`config.mk`:
```
export PLATFORM = sky130hd
export DESIGN_NAME = ir_key_scan_tx
export DESIGN_NICKNAME = d
export VERILOG_FILES = /design/src/hw/ir_key_scan_pkg.sv /design/src/hw/ir_key_scan_tx.sv /design/src/hw/biphase_serializer.sv
export SDC_FILE = /design/constraint.sdc
export NUM_CORES = 1
export LEC_CHECK = 0
export ABC_AREA = 1
export BUFFER_PORTS_ARGS = -buffer_cell sky130_fd_sc_hd__buf_2
export CORE_MARGIN = 2
export CORE_UTILIZATION = 25
export CTS_CLUSTER_DIAMETER = 60
export CTS_CLUSTER_SIZE = 24
export DETAILED_ROUTE_END_ITERATION = 10
export PLACE_DENSITY = 0.53
export SLEW_MARGIN = 10
export SYNTH_ARGS = -nofsm -noshare
export SYNTH_HDL_FRONTEND = slang
export SYNTH_HIERARCHICAL = 1
export SYNTH_SLANG_ARGS = --single-unit
```
`constraint.sdc`:
```
create_clock -name hclk -period 5.77 [get_ports hclk]
set_clock_uncertainty 0.15 [all_clocks]
set_input_delay 0.577 -clock hclk [delete_from_list [all_inputs] [get_ports hclk]]
set_output_delay 0.577 -clock hclk [all_outputs]
set_load 0.02 [all_outputs]
```
`src/hw/ir_key_scan_pkg.sv`:
```
// Shared constants, carriers and states of the remote-control key scanner.
// Assumes a single 40 MHz clock that stands in for the resonator clock.
package ir_key_scan_pkg;

    localparam int NUM_STROBES = 8;
    localparam int NUM_CMD_SENSE = 8;
    localparam int NUM_SYS_SENSE = 4;
    localparam int CODE_BITS = 12;

    // Timing counts, in bit-times or clock cycles
    localparam int DEBOUNCE_BITS = 18;
    localparam int GAP_BITS = 50;
    localparam int SCAN_FAST_DIV = 24;
    localparam int READOUT_FAST_DIV = 384;
    localparam int DEFAULT_BIT_CYCLES = 768;
    localparam int CARRIER_PERIOD = 12;
    localparam int CARRIER_HIGH = 3;

    // Register offsets
    localparam logic [7:0] ADDR_CTRL = 8'h00;
    localparam logic [7:0] ADDR_STATUS = 8'h04;
    localparam logic [7:0] ADDR_CODE = 8'h08;

    // Field positions and reset values
    localparam int CTRL_ENABLE_BIT = 0;
    localparam logic CTRL_ENABLE_RESET = 1'b1;
    localparam int STATUS_STATE_LSB = 0;
    localparam int STATUS_TOGGLE_BIT = 3;
    localparam int STATUS_OSC_BIT = 4;
    localparam int STATUS_MODE_BIT = 5;
    localparam int STATUS_SENT_BIT = 6;
    localparam int STATUS_BUSY_BIT = 7;
    localparam logic [2:0] HSIZE_WORD = 3'h2;
    localparam logic [5:0] ALL_ONES_CMD = 6'h3F;

    typedef struct packed {
        logic toggle;
        logic [4:0] system;
        logic [5:0] command;
    } code_word_type;

    typedef enum logic [2:0] {
        ST_IDLE = 3'b000,
        ST_DEBOUNCE = 3'b001,
        ST_SCAN = 3'b010,
        ST_TX = 3'b011,
        ST_GAP = 3'b100
    } state_type;

endpackage

```
`src/hw/ir_key_scan_tx.sv`:
```
// Key matrix scanner and code sequencer of an infrared remote transmitter.
// Assumes all pins synchronous to hclk and one AHB-Lite master.
//
// Functional notes
// - Mode select low gives combined system mode, high gives single system mode.
// - Sense inputs pulled high internally; a pressed key reads low via a strobe.
// - One legal key held 18 bit-times completes debounce and latches oscillator hold.
// - Contact lost before 18 bit-times returns the sequencer to idle; latches and toggle bit keep their values.
// - After debounce strobes go off, then two scans step strobes one at a time.
// - Low sense in scan loads system latch (system group) or command latch.
// - System only latched: send all-ones command while key stays held.
// - Command latched: send it with the latched system number.
// - Release resets unless a code is being sent; a started code finishes.
// - Single mode: system pull-ups off, wired link gives system, command keys debounce.
// - Single mode first scan: command pull-ups off, system on, wired link latched.
// - Single mode second scan: command pull-ups back, command latched and sent.
// - Toggle bit inverts on release only after at least one full code.
// - Both scans repeat before every code so a taken-over key is right.
// - Release in debounce or between codes resets at once.
// - Scan release resets if key unseen, or no wired link in single mode.
// - Both test inputs and resonator pin high initialise all but the latches.
// - Scan speed-up input makes scanning 24 times faster after debounce.
// - Readout speed-up input makes code shifting 384 times faster after scan.
//
// Register access over AHB-Lite and the address map were chosen for this implementation.
`timescale 1ns/1ps
module ir_key_scan_tx #(
    parameter int BIT_CYCLES = ir_key_scan_pkg::DEFAULT_BIT_CYCLES
) (
    input wire logic hclk,
    input wire logic hresetn,
    input wire logic clk_en,
    input wire logic hsel,
    input wire logic [31:0] haddr,
    input wire logic [1:0] htrans,
    input wire logic hwrite,
    input wire logic [2:0] hsize,
    input wire logic [31:0] hwdata,
    input wire logic hready,
    output logic hreadyout,
    output logic hresp,
    output logic [31:0] hrdata,
    input wire logic system_mode_select,
    input wire logic scan_speedup_test,
    input wire logic latch_readout_speedup_test,
    input wire logic resonator_pin,
    input wire logic [ir_key_scan_pkg::NUM_CMD_SENSE-1:0] cmd_sense,
    input wire logic [ir_key_scan_pkg::NUM_SYS_SENSE-1:0] sys_sense,
    input wire logic [ir_key_scan_pkg::NUM_STROBES-1:0] scan_strobe_outputs_in,
    output logic [ir_key_scan_pkg::NUM_STROBES-1:0] scan_strobe_outputs_out,
    output logic [ir_key_scan_pkg::NUM_STROBES-1:0] scan_strobe_outputs_oe,
    output logic cmd_pullup_en,
    output logic sys_pullup_en,
    output logic osc_hold,
    output logic data_out,
    output logic carrier_modulated_output
);
    import ir_key_scan_pkg::*;

    if (BIT_CYCLES < 2 * READOUT_FAST_DIV || BIT_CYCLES % (2 * READOUT_FAST_DIV) != 0 || BIT_CYCLES > 65535) begin
        $error("BIT_CYCLES must be a multiple of twice the readout speed-up factor");
    end

    localparam logic [15:0] BIT_SLOW = 16'(BIT_CYCLES - 1);
    localparam logic [15:0] BIT_FAST = 16'(BIT_CYCLES / SCAN_FAST_DIV - 1);
    localparam logic [5:0] DEBOUNCE_LAST = 6'(DEBOUNCE_BITS - 1);
    localparam logic [5:0] GAP_LAST = 6'(GAP_BITS - 1);
    localparam logic [2:0] STEP_LAST = 3'(NUM_STROBES - 1);
    localparam logic [3:0] CARRIER_LAST = 4'(CARRIER_PERIOD - 1);
    localparam logic [3:0] CARRIER_ON = 4'(CARRIER_HIGH);

    ////////////////////////////////////////////////////////////////////////////
    // State
    state_type state_r;
    state_type state_nxt;
    logic [15:0] bit_cnt_r;
    logic [5:0] bits_r;
    logic [2:0] step_r;
    logic pass_r;
    logic [4:0] sys_latch_r;
    logic [5:0] cmd_latch_r;
    logic sys_found_r;
    logic cmd_found_r;
    logic toggle_r;
    logic sent_once_r;
    logic osc_hold_r;
    logic tx_start_r;
    logic [3:0] car_cnt_r;
    logic mod_r;
    logic enable_r;
    logic wr_pend_r;
    logic [7:0] wr_addr_r;
    logic [31:0] hrdata_r;
    code_word_type last_code_r;
    logic tx_busy;
    logic tx_done;
    logic tx_data;

    ////////////////////////////////////////////////////////////////////////////
    // Encoder of the lowest asserted line
    function automatic logic [2:0] low_index(input logic [7:0] lows);
        logic [2:0] idx;
        idx = 3'h0;
        for (int i = NUM_STROBES - 1; i >= 0; i--) begin
            if (lows[i]) begin
                idx = 3'(i);
            end
        end
        return idx;
    endfunction

    ////////////////////////////////////////////////////////////////////////////
    // Pull-ups and sense decoding
    wire single_mode = system_mode_select;
    wire first_pass = (state_r == ST_SCAN) && !pass_r;
    wire sys_pu = single_mode ? first_pass : 1'b1;
    wire cmd_pu = single_mode ? !first_pass : 1'b1;
    wire [7:0] cmd_low = ~cmd_sense & {NUM_CMD_SENSE{cmd_pu}};
    wire [3:0] sys_low = ~sys_sense & {NUM_SYS_SENSE{sys_pu}};
    wire [11:0] all_low = {sys_low, cmd_low};
    wire any_press = |all_low;
    wire legal_press = ($countones(all_low) == 1);
    wire test_init = scan_speedup_test && latch_readout_speedup_test && resonator_pin;
    wire hold_idle = test_init || !enable_r;

    ////////////////////////////////////////////////////////////////////////////
    // Bit-time ticks
    wire scanning = (state_r == ST_SCAN);
    wire [15:0] bit_last = (scanning && scan_speedup_test) ? BIT_FAST : BIT_SLOW;
    wire bit_tick = (bit_cnt_r == bit_last);
    wire state_change = (state_nxt != state_r);

    ////////////////////////////////////////////////////////////////////////////
    // Scan hits on the active strobe
    wire strobe_seen = !scan_strobe_outputs_in[step_r];
    wire sample = scanning && bit_tick && strobe_seen;
    wire sys_hit = sample && (|sys_low);
    wire cmd_hit = sample && (|cmd_low);
    wire step_end = scanning && bit_tick && (step_r == STEP_LAST);
    wire sys_seen = sys_found_r || sys_hit;
    wire cmd_seen = cmd_found_r || cmd_hit;
    wire link_missing = single_mode && !pass_r && !sys_seen;
    wire key_unseen = pass_r && (single_mode ? !cmd_seen : !(cmd_seen || sys_seen));
    wire scan_fail = link_missing || key_unseen;
    wire [2:0] sys_idx = low_index({4'h0, sys_low});
    wire [4:0] sys_code = {sys_idx[1:0], step_r};
    wire [5:0] cmd_code = {low_index(cmd_low), step_r};
    wire [5:0] cmd_sent = cmd_found_r ? cmd_latch_r : ALL_ONES_CMD;
    wire code_word_type tx_code = '{toggle: toggle_r, system: sys_latch_r, command: cmd_sent};
    wire going_idle = (state_nxt == ST_IDLE) && (state_r != ST_IDLE);

    ////////////////////////////////////////////////////////////////////////////
    // Sequencer
    always_comb begin
        state_nxt = state_r;
        case (state_r)
            ST_IDLE: begin
                if (legal_press) begin
                    state_nxt = ST_DEBOUNCE;
                end
            end
            ST_DEBOUNCE: begin
                if (!legal_press) begin
                    state_nxt = ST_IDLE;
                end else if (bit_tick && bits_r == DEBOUNCE_LAST) begin
                    state_nxt = ST_SCAN;
                end
            end
            ST_SCAN: begin
                if (step_end) begin
                    if (scan_fail) begin
                        state_nxt = ST_IDLE;
                    end else if (pass_r) begin
                        state_nxt = ST_TX;
                    end
                end
            end
            ST_TX: begin
                if (tx_done) begin
                    state_nxt = ST_GAP;
                end
            end
            ST_GAP: begin
                if (!any_press) begin
                    state_nxt = ST_IDLE;
                end else if (bit_tick && bits_r == GAP_LAST) begin
                    state_nxt = ST_SCAN;
                end
            end
            default: begin
                state_nxt = ST_IDLE;
            end
        endcase
        if (hold_idle) begin
            state_nxt = ST_IDLE;
        end
    end

    always_ff @(posedge hclk or negedge hresetn) begin
        if (!hresetn) begin
            state_r <= ST_IDLE;
            bit_cnt_r <= 16'h0000;
            bits_r <= 6'h00;
        end else if (clk_en) begin
            state_r <= state_nxt;
            bit_cnt_r <= (state_change || bit_tick) ? 16'h0000 : bit_cnt_r + 16'h0001;
            if (state_change) begin
                bits_r <= 6'h00;
            end else if (bit_tick) begin
                bits_r <= bits_r + 6'h01;
            end
        end
    end

    ////////////////////////////////////////////////////////////////////////////
    // Scan step and pass
    always_ff @(posedge hclk or negedge hresetn) begin
        if (!hresetn) begin
            step_r <= 3'h0;
            pass_r <= 1'b0;
            sys_found_r <= 1'b0;
            cmd_found_r <= 1'b0;
        end else if (clk_en) begin
            if (!scanning || state_change) begin
                step_r <= 3'h0;
                pass_r <= 1'b0;
                if (state_nxt == ST_SCAN) begin
                    sys_found_r <= 1'b0;
                    cmd_found_r <= 1'b0;
                end
            end else if (bit_tick) begin
                step_r <= step_r + 3'h1;
                if (step_r == STEP_LAST) begin
                    pass_r <= 1'b1;
                end
                sys_found_r <= sys_seen;
                cmd_found_r <= cmd_seen;
            end
        end
    end

    ////////////////////////////////////////////////////////////////////////////
    // System and command latches, left alone by test initialisation
    always_ff @(posedge hclk or negedge hresetn) begin
        if (!hresetn) begin
            sys_latch_r <= 5'h00;
            cmd_latch_r <= 6'h00;
        end else if (clk_en) begin
            if (sys_hit) begin
                sys_latch_r <= sys_code;
            end
            if (cmd_hit) begin
                cmd_latch_r <= cmd_code;
            end
        end
    end

    ////////////////////////////////////////////////////////////////////////////
    // Toggle, oscillator hold and transmit start
    always_ff @(posedge hclk or negedge hresetn) begin
        if (!hresetn) begin
            toggle_r <= 1'b0;
            sent_once_r <= 1'b0;
            osc_hold_r <= 1'b0;
            tx_start_r <= 1'b0;
            last_code_r <= '0;
        end else if (clk_en) begin
            tx_start_r <= (state_r == ST_SCAN) && (state_nxt == ST_TX);
            if (tx_start_r) begin
                last_code_r <= tx_code;
            end
            if (test_init) begin
                toggle_r <= 1'b0;
                sent_once_r <= 1'b0;
                osc_hold_r <= 1'b0;
            end else if (going_idle) begin
                toggle_r <= toggle_r ^ sent_once_r;
                sent_once_r <= 1'b0;
                osc_hold_r <= 1'b0;
            end else begin
                if (tx_done) begin
                    sent_once_r <= 1'b1;
                end
                if (state_r == ST_DEBOUNCE && state_nxt == ST_SCAN) begin
                    osc_hold_r <= 1'b1;
                end
            end
        end
    end

    biphase_serializer #(
        .HALF_CYCLES(BIT_CYCLES / 2)
    ) u_serializer (
        .hclk(hclk),
        .hresetn(hresetn),
        .clk_en(clk_en),
        .abort(hold_idle),
        .start(tx_start_r),
        .fast(latch_readout_speedup_test),
        .code(tx_code),
        .busy(tx_busy),
        .done(tx_done),
        .data_out(tx_data)
    );

    ////////////////////////////////////////////////////////////////////////////
    // Carrier modulation
    always_ff @(posedge hclk or negedge hresetn) begin
        if (!hresetn) begin
            car_cnt_r <= 4'h0;
            mod_r <= 1'b0;
        end else if (clk_en) begin
            car_cnt_r <= (car_cnt_r == CARRIER_LAST) ? 4'h0 : car_cnt_r + 4'h1;
            mod_r <= tx_data && (car_cnt_r < CARRIER_ON);
        end
    end

    ////////////////////////////////////////////////////////////////////////////
    // Strobe drivers: all low while waiting, one at a time while scanning
    for (genvar i = 0; i < NUM_STROBES; i++) begin : g_strobe
        assign scan_strobe_outputs_out[i] = 1'b0;
        assign scan_strobe_outputs_oe[i] = scanning ? (step_r == 3'(i)) : (state_r != ST_TX);
    end

    ////////////////////////////////////////////////////////////////////////////
    // AHB-Lite slave, zero wait states
    wire ahb_take = hsel && hready && htrans[1];
    wire [7:0] rd_addr = haddr[7:0];
    wire upper_zero = (haddr[31:8] == 24'h000000);
    wire [31:0] status_word = {24'h000000, tx_busy, sent_once_r, single_mode, osc_hold_r, toggle_r, state_r};
    wire [31:0] ctrl_word = {31'h00000000, enable_r};
    wire [31:0] code_word = {20'h00000, last_code_r};
    wire [31:0] rd_value = !upper_zero ? 32'h00000000 :
                           (rd_addr == ADDR_CTRL) ? ctrl_word :
                           (rd_addr == ADDR_STATUS) ? status_word :
                           (rd_addr == ADDR_CODE) ? code_word : 32'h00000000;
    wire wr_ok = ahb_take && hwrite && (hsize == HSIZE_WORD) && upper_zero;

    always_ff @(posedge hclk or negedge hresetn) begin
        if (!hresetn) begin
            wr_pend_r <= 1'b0;
            wr_addr_r <= 8'h00;
            hrdata_r <= 32'h00000000;
            enable_r <= CTRL_ENABLE_RESET;
        end else if (clk_en) begin
            wr_pend_r <= wr_ok;
            if (ahb_take) begin
                wr_addr_r <= rd_addr;
            end
            if (ahb_take && !hwrite) begin
                hrdata_r <= rd_value;
            end
            if (wr_pend_r && wr_addr_r == ADDR_CTRL) begin
                enable_r <= hwdata[CTRL_ENABLE_BIT];
            end
        end
    end

    assign hreadyout = 1'b1;
    assign hresp = 1'b0;
    assign hrdata = hrdata_r;
    assign cmd_pullup_en = cmd_pu;
    assign sys_pullup_en = sys_pu;
    assign osc_hold = osc_hold_r;
    assign data_out = tx_data;
    assign carrier_modulated_output = mod_r;

endmodule

```
`src/hw/biphase_serializer.sv`:
```
// Biphase serializer for one code word, most significant bit first.
// Assumes start is a one-cycle pulse and code is stable while busy.
`timescale 1ns/1ps
module biphase_serializer #(
    parameter int HALF_CYCLES = 384
) (
    input wire logic hclk,
    input wire logic hresetn,
    input wire logic clk_en,
    input wire logic abort,
    input wire logic start,
    input wire logic fast,
    input wire ir_key_scan_pkg::code_word_type code,
    output logic busy,
    output logic done,
    output logic data_out
);
    import ir_key_scan_pkg::*;

    if (HALF_CYCLES < READOUT_FAST_DIV || HALF_CYCLES % READOUT_FAST_DIV != 0 || HALF_CYCLES > 32768) begin
        $error("HALF_CYCLES must be a multiple of the readout speed-up factor");
    end

    localparam logic [15:0] HALF_SLOW = 16'(HALF_CYCLES - 1);
    localparam logic [15:0] HALF_FAST = 16'(HALF_CYCLES / READOUT_FAST_DIV - 1);
    localparam logic [4:0] LAST_HALF = 5'(2 * CODE_BITS - 1);

    logic [15:0] cnt_r;
    logic [4:0] phase_r;
    logic [CODE_BITS-1:0] shift_r;
    logic busy_r;
    logic done_r;
    logic data_r;

    wire [15:0] half_last = fast ? HALF_FAST : HALF_SLOW;
    wire half_end = busy_r && (cnt_r == half_last);
    wire word_end = half_end && (phase_r == LAST_HALF);

    ////////////////////////////////////////////////////////////////////////////
    // Half-bit timing and shifting
    always_ff @(posedge hclk or negedge hresetn) begin
        if (!hresetn) begin
            cnt_r <= 16'h0000;
            phase_r <= 5'h00;
            shift_r <= '0;
            busy_r <= 1'b0;
            done_r <= 1'b0;
            data_r <= 1'b0;
        end else if (clk_en) begin
            done_r <= word_end;
            if (abort) begin
                busy_r <= 1'b0;
                data_r <= 1'b0;
            end else if (start && !busy_r) begin
                shift_r <= code;
                busy_r <= 1'b1;
                phase_r <= 5'h00;
                cnt_r <= 16'h0000;
                data_r <= ~code[CODE_BITS-1];
            end else if (word_end) begin
                busy_r <= 1'b0;
                data_r <= 1'b0;
            end else if (half_end) begin
                cnt_r <= 16'h0000;
                phase_r <= phase_r + 5'h01;
                if (!phase_r[0]) begin
                    data_r <= shift_r[CODE_BITS-1];
                end else begin
                    shift_r <= {shift_r[CODE_BITS-2:0], 1'b0};
                    data_r <= ~shift_r[CODE_BITS-2];
                end
            end else if (busy_r) begin
                cnt_r <= cnt_r + 16'h0001;
            end
        end
    end

    assign busy = busy_r;
    assign done = done_r;
    assign data_out = data_r;

endmodule

```
==> impl_metrics.json, run 1 <==
{
  "power.density_nw_per_um2": 251.3,
  "cts_tree": "yes",
  "cp_slowest_cell": "fa_1",
  "async_flop_share": 1.000,
  "wire_per_inst_um": 13.23,
  "min_path_cells": 2,
  "layout.nets": 1258,
  "synth.distinct_cells": 56,
  "cts.clk_slew.worst_paths_ns": 0.06,
  "final_cells": 1538,
  "cts_sinks": 121,
  "tightest_slew_ns": 0.9398,
  "wl_mm": 20.36,
  "cp_num_buf_inv": 8,
  "ir_drop_mv": 0.2113,
  "vias": 6771,
  "grt_remaining_overflow": 0,
  "die_x_um": 178.4,
  "synth_edf_count": 0,
  "synth-seq-area-share": 0.3984,
  "placed_area_um2": 8523,
  "drtPass1Iterations": 5,
  "clockBufferDepth": 2,
  "dieArea_um2": 31820,
  "dp.cells": 1497,
  "ys_ff_latch": 121,
  "crit_required_ns": 5.96,
  "areaGrowthSynthToFinish_pct": 22.28,
  "grt_pass1_vias": 6557,
  "nFillCells": 3199,
  "die_y_um": 178.4,
  "cap_violations": 0,
  "synth_top_area_frac": 0.3949,
  "start_util": 0.2552,
  "synth_ff_type": "dfrtp_1",
  "period_minus_slack_ns": 5.566,
  "ioPinCount": 154,
  "holdWs_ns": 0.1849,
  "holdCritPathClass": "input pin to flip-flop",
  "critPathArrivalTime_ns": 5.76,
  "drt_iter0_drc": 474,
  "grt_max_degree": 52,
  "port_buffers": 91,
  "setup_viol": 0,
  "track_usage": 0.1335,
  "routabilityCongestion": 0.8492,
  "cts_buffers": 17,
  "crit_path_start_kind": "flip-flop",
  "coreArea_um2": 29800,
  "synth_area_leader_cell": "dfrtp_1",
  "antenna_found_initial": 0,
  "clk_latency_ns": 0.43,
  "timing.final.crit_share": 0.9646,
  "synth.area.top_cells": "dfrtp_1, nand2_1, inv_1, nor2_1, o21ai_0",
  "grt_pass1_wl_mm": 33.44,
  "drv_slew": 0,
  "synthCells": 1008,
  "crit_type": "flip-flop to flip-flop",
  "yosysMostFrequentCell": "nand2_1",
  "max_slew_margin": 0.3728,
  "finalPower_mw": 2.337,
  "routed_via_density": 4.402,
  "reg2reg_depth": 30,
  "outcome": "finished, final reports clean",
  "drive_gt1_frac": 0.2265,
  "synth_area_um2": 7604,
  "synth_warnings": 6,
  "finalInstanceArea_um2": 9298,
  "max_stage_delay_ns": 0.50,
  "path_max_fanout": 8,
  "std_cell_rows": 63,
  "timing.fmax_mhz": 179.7,
  "drc_errors": 0,
  "synthTopCellsByCount": "nand2_1, dfrtp_1, inv_1, nor2_1, o21ai_0",
  "crit_cells": 30,
  "rsz0062_at_grt": "yes",
  "antenna_left": 0,
  "avgSynthCellArea_um2": 7.543,
  "end_kind": "flip-flop",
  "cpLargestDelayFamily": "adder cells",
  "root_buffer": "clkbuf_16",
  "hpwl_mm": 15.17,
  "h-tree-depth": 4,
  "n_antenna_cell": 0,
  "timing_hold_violations_final": 0,
  "p_leak_nw": 4.540
}
==> cell usage in the layout, fill, tap and decap left out, types with 13 or more instances in the layout <==
cell and instances:
nand2_1 285, dfrtp_1 120, inv_1 99, nor2_1 99, buf_2 90, o21ai_0 68
nand3_1 53, buf_4 37, conb_1 30, a21oi_1 20, nand4_1 18, nand2_2 17
xor2_1 17, clkbuf_16 17, ha_1 16, inv_2 13
==> layout make-up <==
type,count,area [um2],area share
Inverter,118,461.7,0.04966
Timing Repair Buffer,131,772.0,0.08303
Clock buffer,17,425.4,0.04575
Clock inverter,15,153.9,0.01655
Tap cell,390,488.0,0.05248
Multi-Input combinational cell,746,3968,0.4267
Sequential cell,121,3029,0.3258
==> path summary, 6_finish.rpt <==
check	from	endpoint	slack, ns
worst min register to register	hrdata[8]$_DFFE_PN0P_	hrdata[8]$_DFFE_PN0P_	0.33
worst max-delay path	state_r[2]$_DFFE_PN0P_	bits_r[2]$_DFFE_PN0P_	0.20
worst max register to register	state_r[2]$_DFFE_PN0P_	bits_r[2]$_DFFE_PN0P_	0.20
min in group asynchronous	hresetn	wr_addr_r[4]$_DFFE_PN0P_	0.47
worst min-delay path	hsize[0]	wr_pend_r$_DFFE_PN0P_	0.18
max in group asynchronous	hresetn	osc_hold$_DFFE_PN0P_	3.95
==> through the flow <==
stage,util,setup slack [ns],setup TNS [ns]
2_1_floorplan,-,0.08001,0
3_3_place_gp,0.2861,-0.2208,-4.223
3_5_place_dp,0.2861,-0.2522,-5.055
4_1_cts,0.3061,0.006568,0
5_1_grt,0.3120,-0.03438,-0.2815
6_report,0.3120,0.2043,0
==> metal layers <==
metal  share of wire  vias up  GRT usage
met5               0        -          0
met4           0.018        0    0.03794
met3           0.047       25    0.03133
met2            0.43      134     0.2042
met1            0.50     3171     0.1873
li1                -     3441          -
==> where the power goes <==
group	total (mW)	leakage, nW	switching (mW)	internal [mW]
Clock	1.06	0.281	0.455	0.609
Sequential	0.942	1.57	0.0461	0.896
Combinational	0.330	2.68	0.190	0.140
Total	2.34	4.54	0.691	1.65
==> sequential cells by signal (all words and copies together) (netlist names), 3 cells and up <==
register / cells
code_word: 12
state_r: 3
u_serializer/shift_r: 12
hrdata: 12
car_cnt_r: 4
bit_cnt_r: 16
wr_addr_r: 8
sys_latch_r: 5
cmd_latch_r: 6
u_serializer/cnt_r: 16
bits_r: 6
step_r: 3
u_serializer/phase_r: 5
==> cells by family (layout without fill, tap and decap cells) <==
family | count (synthesis) | after routing | share of synthesized area
buffers and inverters | 169 | 281 | 0.1070
and+or+nand+nor | 541 | 541 | 0.3222
adders and majority gates | 24 | 24 | 0.04640
other | 2 | 30 | 0.0009877
DFF | 121 | 121 | 0.3984
AOI/OAI and AO/OA | 132 | 132 | 0.1028
xor gates and xnor gates | 18 | 18 | 0.02073
muxes | 1 | 1 | 0.001481
==> timing repair <==
| action | CTS | global route |
|---|---|---|
| hold buffers | 1 | 0 |
| pin swaps | 0 | 8 |
| setup buffers | 0 | 8 |
| endpoints found under the setup margin | 2 | 31 |
| hold endpoints to repair | 29 | 0 |
| resized for setup | 1 | 37 |
No activity file was read; power rests on OpenSTA's default activity.
==> run 2, diff against run 1 <==
--- a/config.mk
+++ b/config.mk
@@ -13,6 +13,7 @@
 export CTS_CLUSTER_SIZE = 24
 export DETAILED_ROUTE_END_ITERATION = 10
 export PLACE_DENSITY = 0.53
+export RECOVER_POWER = 50
 export SLEW_MARGIN = 10
 export SYNTH_ARGS = -nofsm -noshare
 export SYNTH_HDL_FRONTEND = slang
==> impl_metrics.json, run 2 (synthesized netlist as in run 1, its figures left out) <==
{
  "ir_drop_mv": 0.2113,
  "antenna_found_initial": 0,
  "clockBufferDepth": 2,
  "cap_violations": 1,
  "cp_slowest_cell": "fa_1",
  "r2r_end": "bits_r[2]$_DFFE_PN0P_",
  "min_path_cells": 2,
  "reg2reg_depth": 30,
  "holdCritPathClass": "input pin to flip-flop",
  "timing.fmax_mhz": 179.7,
  "cts.clk_slew.worst_paths_ns": 0.06,
  "crit_required_ns": 5.96,
  "use_met1": 0.1873,
  "tightest_slew_ns": 1.745,
  "holdWs_ns": 0.1848,
  "crit_type": "flip-flop to flip-flop",
  "layout_common_cells": "nand2_1, dfrtp_1, inv_1, nor2_1, buf_2",
  "die_x_um": 178.4,
  "reg_top3": "bit_cnt_r x16, u_serializer/cnt_r x16",
  "p_switching_mw": 0.6911,
  "r2r_slack_ns": 0.20,
  "root_buffer": "clkbuf_16",
  "drc_errors": 0,
  "grtUsageMet3": 0.03133,
  "switching_share": 0.2958,
  "crit_path_start_kind": "flip-flop",
  "period_minus_slack_ns": 5.566,
  "die_y_um": 178.4,
  "grt_pass1_vias": 6557,
  "cts_tree": "yes",
  "h-tree-depth": 4,
  "hold_path_end": "wr_pend_r$_DFFE_PN0P_",
  "grt_remaining_overflow": 0,
  "grt_max_degree": 52,
  "cts_buffers": 17,
  "path_max_fanout": 8,
  "power.density_nw_per_um2": 251.4,
  "routed_via_density": 4.400,
  "p_clk_frac": 0.455,
  "end_kind": "flip-flop",
  "routabilityCongestion": 0.8492,
  "ioPinCount": 154,
  "std_cell_rows": 63,
  "use_met2": 0.2042,
  "failed_checks": "capacitance limit, slew limit",
  "drtPass1Iterations": 5,
  "cts_sinks": 121,
  "coreArea_um2": 29800,
  "seqPwrFrac": 0.403,
  "track_usage": 0.1335,
  "port_buffers": 91,
  "drt_iter0_drc": 474,
  "rsz0062_at_grt": "yes",
  "p_leak_nw": 4.537,
  "holdCritStartpoint": "hsize[0]",
  "drive_gt1_frac": 0.2256,
  "hpwl_mm": 15.17,
  "grt_pass1_wl_mm": 33.44,
  "comb_power_share": 0.141,
  "start_util": 0.2552,
  "outcome": "finished with violations",
  "vias": 6767,
  "intPower_mw": 1.645,
  "clk_latency_ns": 0.43,
  "antenna_left": 0,
  "place_ws_ns": -0.2522,
  "critPathArrivalTime_ns": 5.76,
  "max_stage_delay_ns": 0.50,
  "r2r-start": "state_r[2]$_DFFE_PN0P_",
  "timing.final.crit_share": 0.9646,
  "areaGrowthSynthToFinish_pct": 22.23,
  "max_slew_margin": -0.1635,
  "layout_setup_ws_ns": 0.2042,
  "setup_viol": 0,
  "timing_hold_violations_final": 0,
  "dieArea_um2": 31820,
  "layout.nets": 1258,
  "final_common_cell": "nand2_1",
  "drv_slew": 33,
  "n_antenna_cell": 0,
  "grt-busiest-layer": "met2",
  "wire_per_inst_um": 13.24,
  "wl_mm": 20.36
}
-- run 2: changes by cell type in the layout (fill, tap and decap cells not counted), sizes merged --
cell / before / now
buf: 130 / 129
clkbuf: 17 / 18
-- run 2: worst max-delay path by stage --
| stage | startpoint | endpoint | cells after the start |
|---|---|---|---|
| 6_report | state_r[2]$_DFFE_PN0P_ | bits_r[2]$_DFFE_PN0P_ | 30 |
| 5_1_grt | state_r[2]$_DFFE_PN0P_ | cmd_found_r$_DFFE_PN0P_ | 29 |
| 4_1_cts | state_r[2]$_DFFE_PN0P_ | step_r[0]$_DFFE_PN0P_ | 30 |
| 3_5_place_dp | system_mode_select | step_r[0]$_DFFE_PN0P_ | 31 |
| 3_3_place_gp | system_mode_select | step_r[0]$_DFFE_PN0P_ | 31 |
| 2_1_floorplan | state_r[0]$_DFFE_PN0P_ | bits_r[0]$_DFFE_PN0P_ | 33 |
-- run 2: layer usage --
layer	up-vias	wire length, um
met5	-	0
met4	0	367
met3	25	944
met2	132	8791
met1	3169	10260
li1	3441	-
-- run 2: cell type report --
type | instances | area [um2]
fillers | 3201 | 20500
well taps | 390 | 488.0
repair buffers | 131 | 768.2
flip-flops and latches | 121 | 3029
multi-input cells | 746 | 3968
clock buffers | 17 | 425.4
clock inverters | 15 | 153.9
inverters | 118 | 461.7
-- run 2: what timing repair did --
action,CTS,global route
pin swaps,0,8
hold buffers,1,0
setup buffers,0,8
cloned,0,0
endpoints found under the hold margin,29,0
gates resized for setup,1,37
endpoints found under the setup margin,2,31
-- run 2: per-stage QoR --
| step | utilization | instance area, um2 | setup TNS, ns | power, mW | instances |
|---|---|---|---|---|---|
| after global placement | 0.2861 | 8523 | -4.223 | 1.266 | 1497 |
| after global routing | 0.3119 | 9294 | -0.2815 | 2.468 | 1538 |
| after CTS | 0.3061 | 9120 | 0 | 2.353 | 1530 |
| after detailed placement | 0.2861 | 8523 | -5.055 | 1.276 | 1497 |
| final | 0.3119 | 9294 | 0 | 2.336 | 1538 |
| after floorplan | - | 7709 | 0 | 1.171 | 1036 |
-- run 2: power by group through the flow --
| stage | Clock [mW] | Combinational, mW | Sequential [mW] |
|---|---|---|---|
| global placement | 0 | 0.311 | 0.956 |
| floorplan | 0 | 0.225 | 0.945 |
| CTS | 1.09 | 0.322 | 0.942 |
| detailed placement | 0 | 0.319 | 0.957 |
| finish | 1.06 | 0.330 | 0.942 |
| global route | 1.13 | 0.383 | 0.951 |
-- run 2: worst max-delay path: cells and delay by family, from the launching register on --
family | cells | cell delay, ns
AO/OA/AOI/OAI | 5 | 0.51
adder cells (fa/ha/maj) | 6 | 2.49
buffers and inverters | 8 | 0.56
flip-flops | 1 | 0.39
AND/OR/NAND/NOR | 11 | 1.38
==> run 3, diff against run 2 <==
--- a/config.mk
+++ b/config.mk
@@ -17,5 +17,4 @@
 export SLEW_MARGIN = 10
 export SYNTH_ARGS = -nofsm -noshare
 export SYNTH_HDL_FRONTEND = slang
-export SYNTH_HIERARCHICAL = 1
 export SYNTH_SLANG_ARGS = --single-unit
==> impl_metrics.json, run 3 <==
{
  "outcome": "finished with violations",
  "failed_checks": "capacitance limit, slew limit",
  "crit_path_start_kind": "flip-flop",
  "die_x_um": 175.0,
  "cts_sinks": 121,
  "grt_pass1_wl_mm": 32.39,
  "drc_errors": 0,
  "p_switching_mw": 0.7442,
  "final_cells": 1477,
  "max_slew_margin": -0.8727,
  "critPathArrivalTime_ns": 5.70,
  "crit_type": "flip-flop to flip-flop",
  "critPathLaunch": "state_r[1]$_DFFE_PN0P_",
  "port_buffers": 91,
  "grt_max_degree": 69,
  "synth_top_family_by_area": "simple AND/OR/NAND/NOR gates",
  "wire_per_inst_um": 13.35,
  "cts_tree": "yes",
  "placed_area_um2": 8192,
  "r2r_end": "step_r[2]$_DFFE_PN0P_",
  "power.density_nw_per_um2": 295.1,
  "vias": 6584,
  "track_usage": 0.1330,
  "comb_power_share": 0.161,
  "ys_ff_latch": 121,
  "synth_top_area_frac": 0.4107,
  "avgSynthCellArea_um2": 7.560,
  "synth.area.top_cells": "dfrtp_1, nand2_1, inv_1, o21ai_0, nor2_1",
  "ioPinCount": 154,
  "dp.cells": 1440,
  "layout.nets": 1203,
  "antenna_found_initial": 0,
  "drv_slew": 124,
  "cp-endpoint": "step_r[2]$_DFFE_PN0P_",
  "cpMostUsedCell": "nand2_2",
  "reg_top3": "bit_cnt_r x16, u_serializer.cnt_r x16",
  "hpwl_mm": 15.04,
  "root_buffer": "clkbuf_16",
  "cts.clk_slew.worst_paths_ns": 0.06,
  "areaGrowthSynthToFinish_pct": 22.64,
  "finalInstanceArea_um2": 8966,
  "synth-simple-area-share": 0.2901,
  "routed_via_density": 4.458,
  "drive_gt1_frac": 0.1738,
  "r2r-start": "state_r[1]$_DFFE_PN0P_",
  "holdCritPathClass": "input pin to flip-flop",
  "start_util": 0.2540,
  "crit_required_ns": 5.96,
  "r2r_slack_ns": 0.26,
  "synthCells": 967,
  "synth-compound-area-share": 0.1133,
  "seqPwrFrac": 0.379,
  "timing.final.crit_share": 0.9549,
  "grt_remaining_overflow": 0,
  "std_cell_rows": 62,
  "finalSetupTns_ns": 0,
  "intPower_mw": 1.902,
  "die_y_um": 175.0,
  "synth_area_leader_cell": "dfrtp_1",
  "drtPass1Iterations": 5,
  "synth-seq-area-share": 0.4143,
  "layout_common_cells": "nand2_1, inv_1, dfrtp_1",
  "wl_mm": 19.73,
  "h-tree-depth": 4,
  "yosysMostFrequentCell": "nand2_1",
  "reg2reg_depth": 30,
  "routabilityCongestion": 0.8439,
  "cts_buffers": 17,
  "drt_iter0_drc": 368,
  "synth.area.mux_share": 0.001369,
  "clk_latency_ns": 0.42,
  "coreArea_um2": 28780,
  "synthAdderAreaFrac": 0.04826,
  "synth_xor_area_frac": 0.01917,
  "grt_pass1_vias": 6364,
  "timing.fmax_mhz": 181.5,
  "tightest_slew_ns": 2.809,
  "p_leak_nw": 4.312,
  "antenna_left": 0,
  "setup_viol": 0,
  "rsz0062_at_grt": "yes",
  "synth_edf_count": 0,
  "switching_share": 0.2813,
  "synthTopCellsByCount": "nand2_1, inv_1, dfrtp_1, nor2_1, o21ai_0",
  "synth_warnings": 0,
  "async_flop_share": 1.000,
  "n_antenna_cell": 0,
  "finalPower_mw": 2.646,
  "cap_violations": 2,
  "max_stage_delay_ns": 0.53,
  "end_kind": "flip-flop",
  "synth.distinct_cells": 51,
  "synth_ff_type": "dfrtp_1",
  "ir_drop_mv": 0.1692,
  "timing_hold_violations_final": 0,
  "synth_area_um2": 7311,
  "clockBufferDepth": 2,
  "cp_slowest_cell": "fa_1",
  "p_clk_frac": 0.460,
  "dieArea_um2": 30630,
  "period_minus_slack_ns": 5.510,
  "final_common_cell": "nand2_1",
  "path_max_fanout": 7
}
-- run 3: cell count changes in the layout (fill, tap and decap cells not counted), sizes merged, moves of 10 or more --
cell,before,now
a31oi,2,12
inv,124,136
clkbuf,18,37
nand2,308,223
nor3,10,28
a21oi,23,36
buf,129,100
nor2,115,105
-- run 3: kinds of logic after synthesis --
logic type / Yosys count
AOI/OAI and AO/OA: 150
xor gates and xnor gates: 16
adders and majority gates: 24
buffers and inverters: 184
DFF: 121
muxes: 1
other: 2
and+or+nand+nor: 469
-- run 3: worst min-delay path by stage --
stage	start	endpoint	slack (ns)	cells past startpoint
after floorplan	hresetn	bit_cnt_r[0]$_DFFE_PN0P_	0.13	0
after global placement	sys_found_r$_DFFE_PN0P_	sys_found_r$_DFFE_PN0P_	0.31	2
after detailed placement	hrdata[6]$_DFFE_PN0P_	hrdata[6]$_DFFE_PN0P_	0.31	2
after CTS	hresetn	u_serializer.cnt_r[3]$_DFFE_PN0P_	0.07	1
after global routing	haddr[5]	wr_addr_r[5]$_DFFE_PN0P_	0.23	3
final	haddr[5]	wr_addr_r[5]$_DFFE_PN0P_	0.22	3
-- run 3: critical path, delay by kind of cell, from the launching register on --
| family | cells | cell delay (ns) |
|---|---|---|
| AO/OA/AOI/OAI | 2 | 0.13 |
| adder cells (fa/ha/maj) | 6 | 2.59 |
| buffers and inverters | 6 | 0.44 |
| flip-flops | 1 | 0.45 |
| AND/OR/NAND/NOR | 16 | 1.66 |
-- run 3: power groups by stage --
stage | Combinational (mW) | Clock [mW] | Sequential, mW
2_1_floorplan | 0.317 | 0 | 0.996
3_3_place_gp | 0.402 | 0 | 1.01
3_5_place_dp | 0.412 | 0 | 1.02
4_1_cts | 0.414 | 1.24 | 1.00
5_1_grt | 0.499 | 1.29 | 1.02
6_report | 0.426 | 1.22 | 1.00
-- run 3: routing by layer --
metal,up-vias,GRT usage,wire length [um]
li1,3325,-,-
met1,3067,0.1800,9455
met2,167,0.2097,8978
met3,25,0.03003,884
met4,0,0.04479,406
met5,-,0,0
-- run 3: repair_timing --
action	CTS	global route
gates resized for setup	0	28
hold buffers	0	0
buffers inserted	0	5
setup endpoints to repair	0	29
-- run 3: per-stage QoR --
step	hold WS (ns)	worst slack, ns	util
2_1_floorplan	0.1314	0.4201	-
3_3_place_gp	0.3062	0.04487	0.2846
3_5_place_dp	0.3120	0.002208	0.2846
4_1_cts	0.07195	0.1172	0.3081
5_1_grt	0.2280	-0.07476	0.3115
6_report	0.2225	0.2605	0.3115
-- run 3: cell type report --
class	instances	area, um2
fillers	3103	19810
flip-flops and latches	121	3032
clock buffers	20	466.7
well taps	384	480.5
repair buffers	117	631.9
multi-input cells	690	3638
clock inverters	12	210.2
inverters	133	506.7
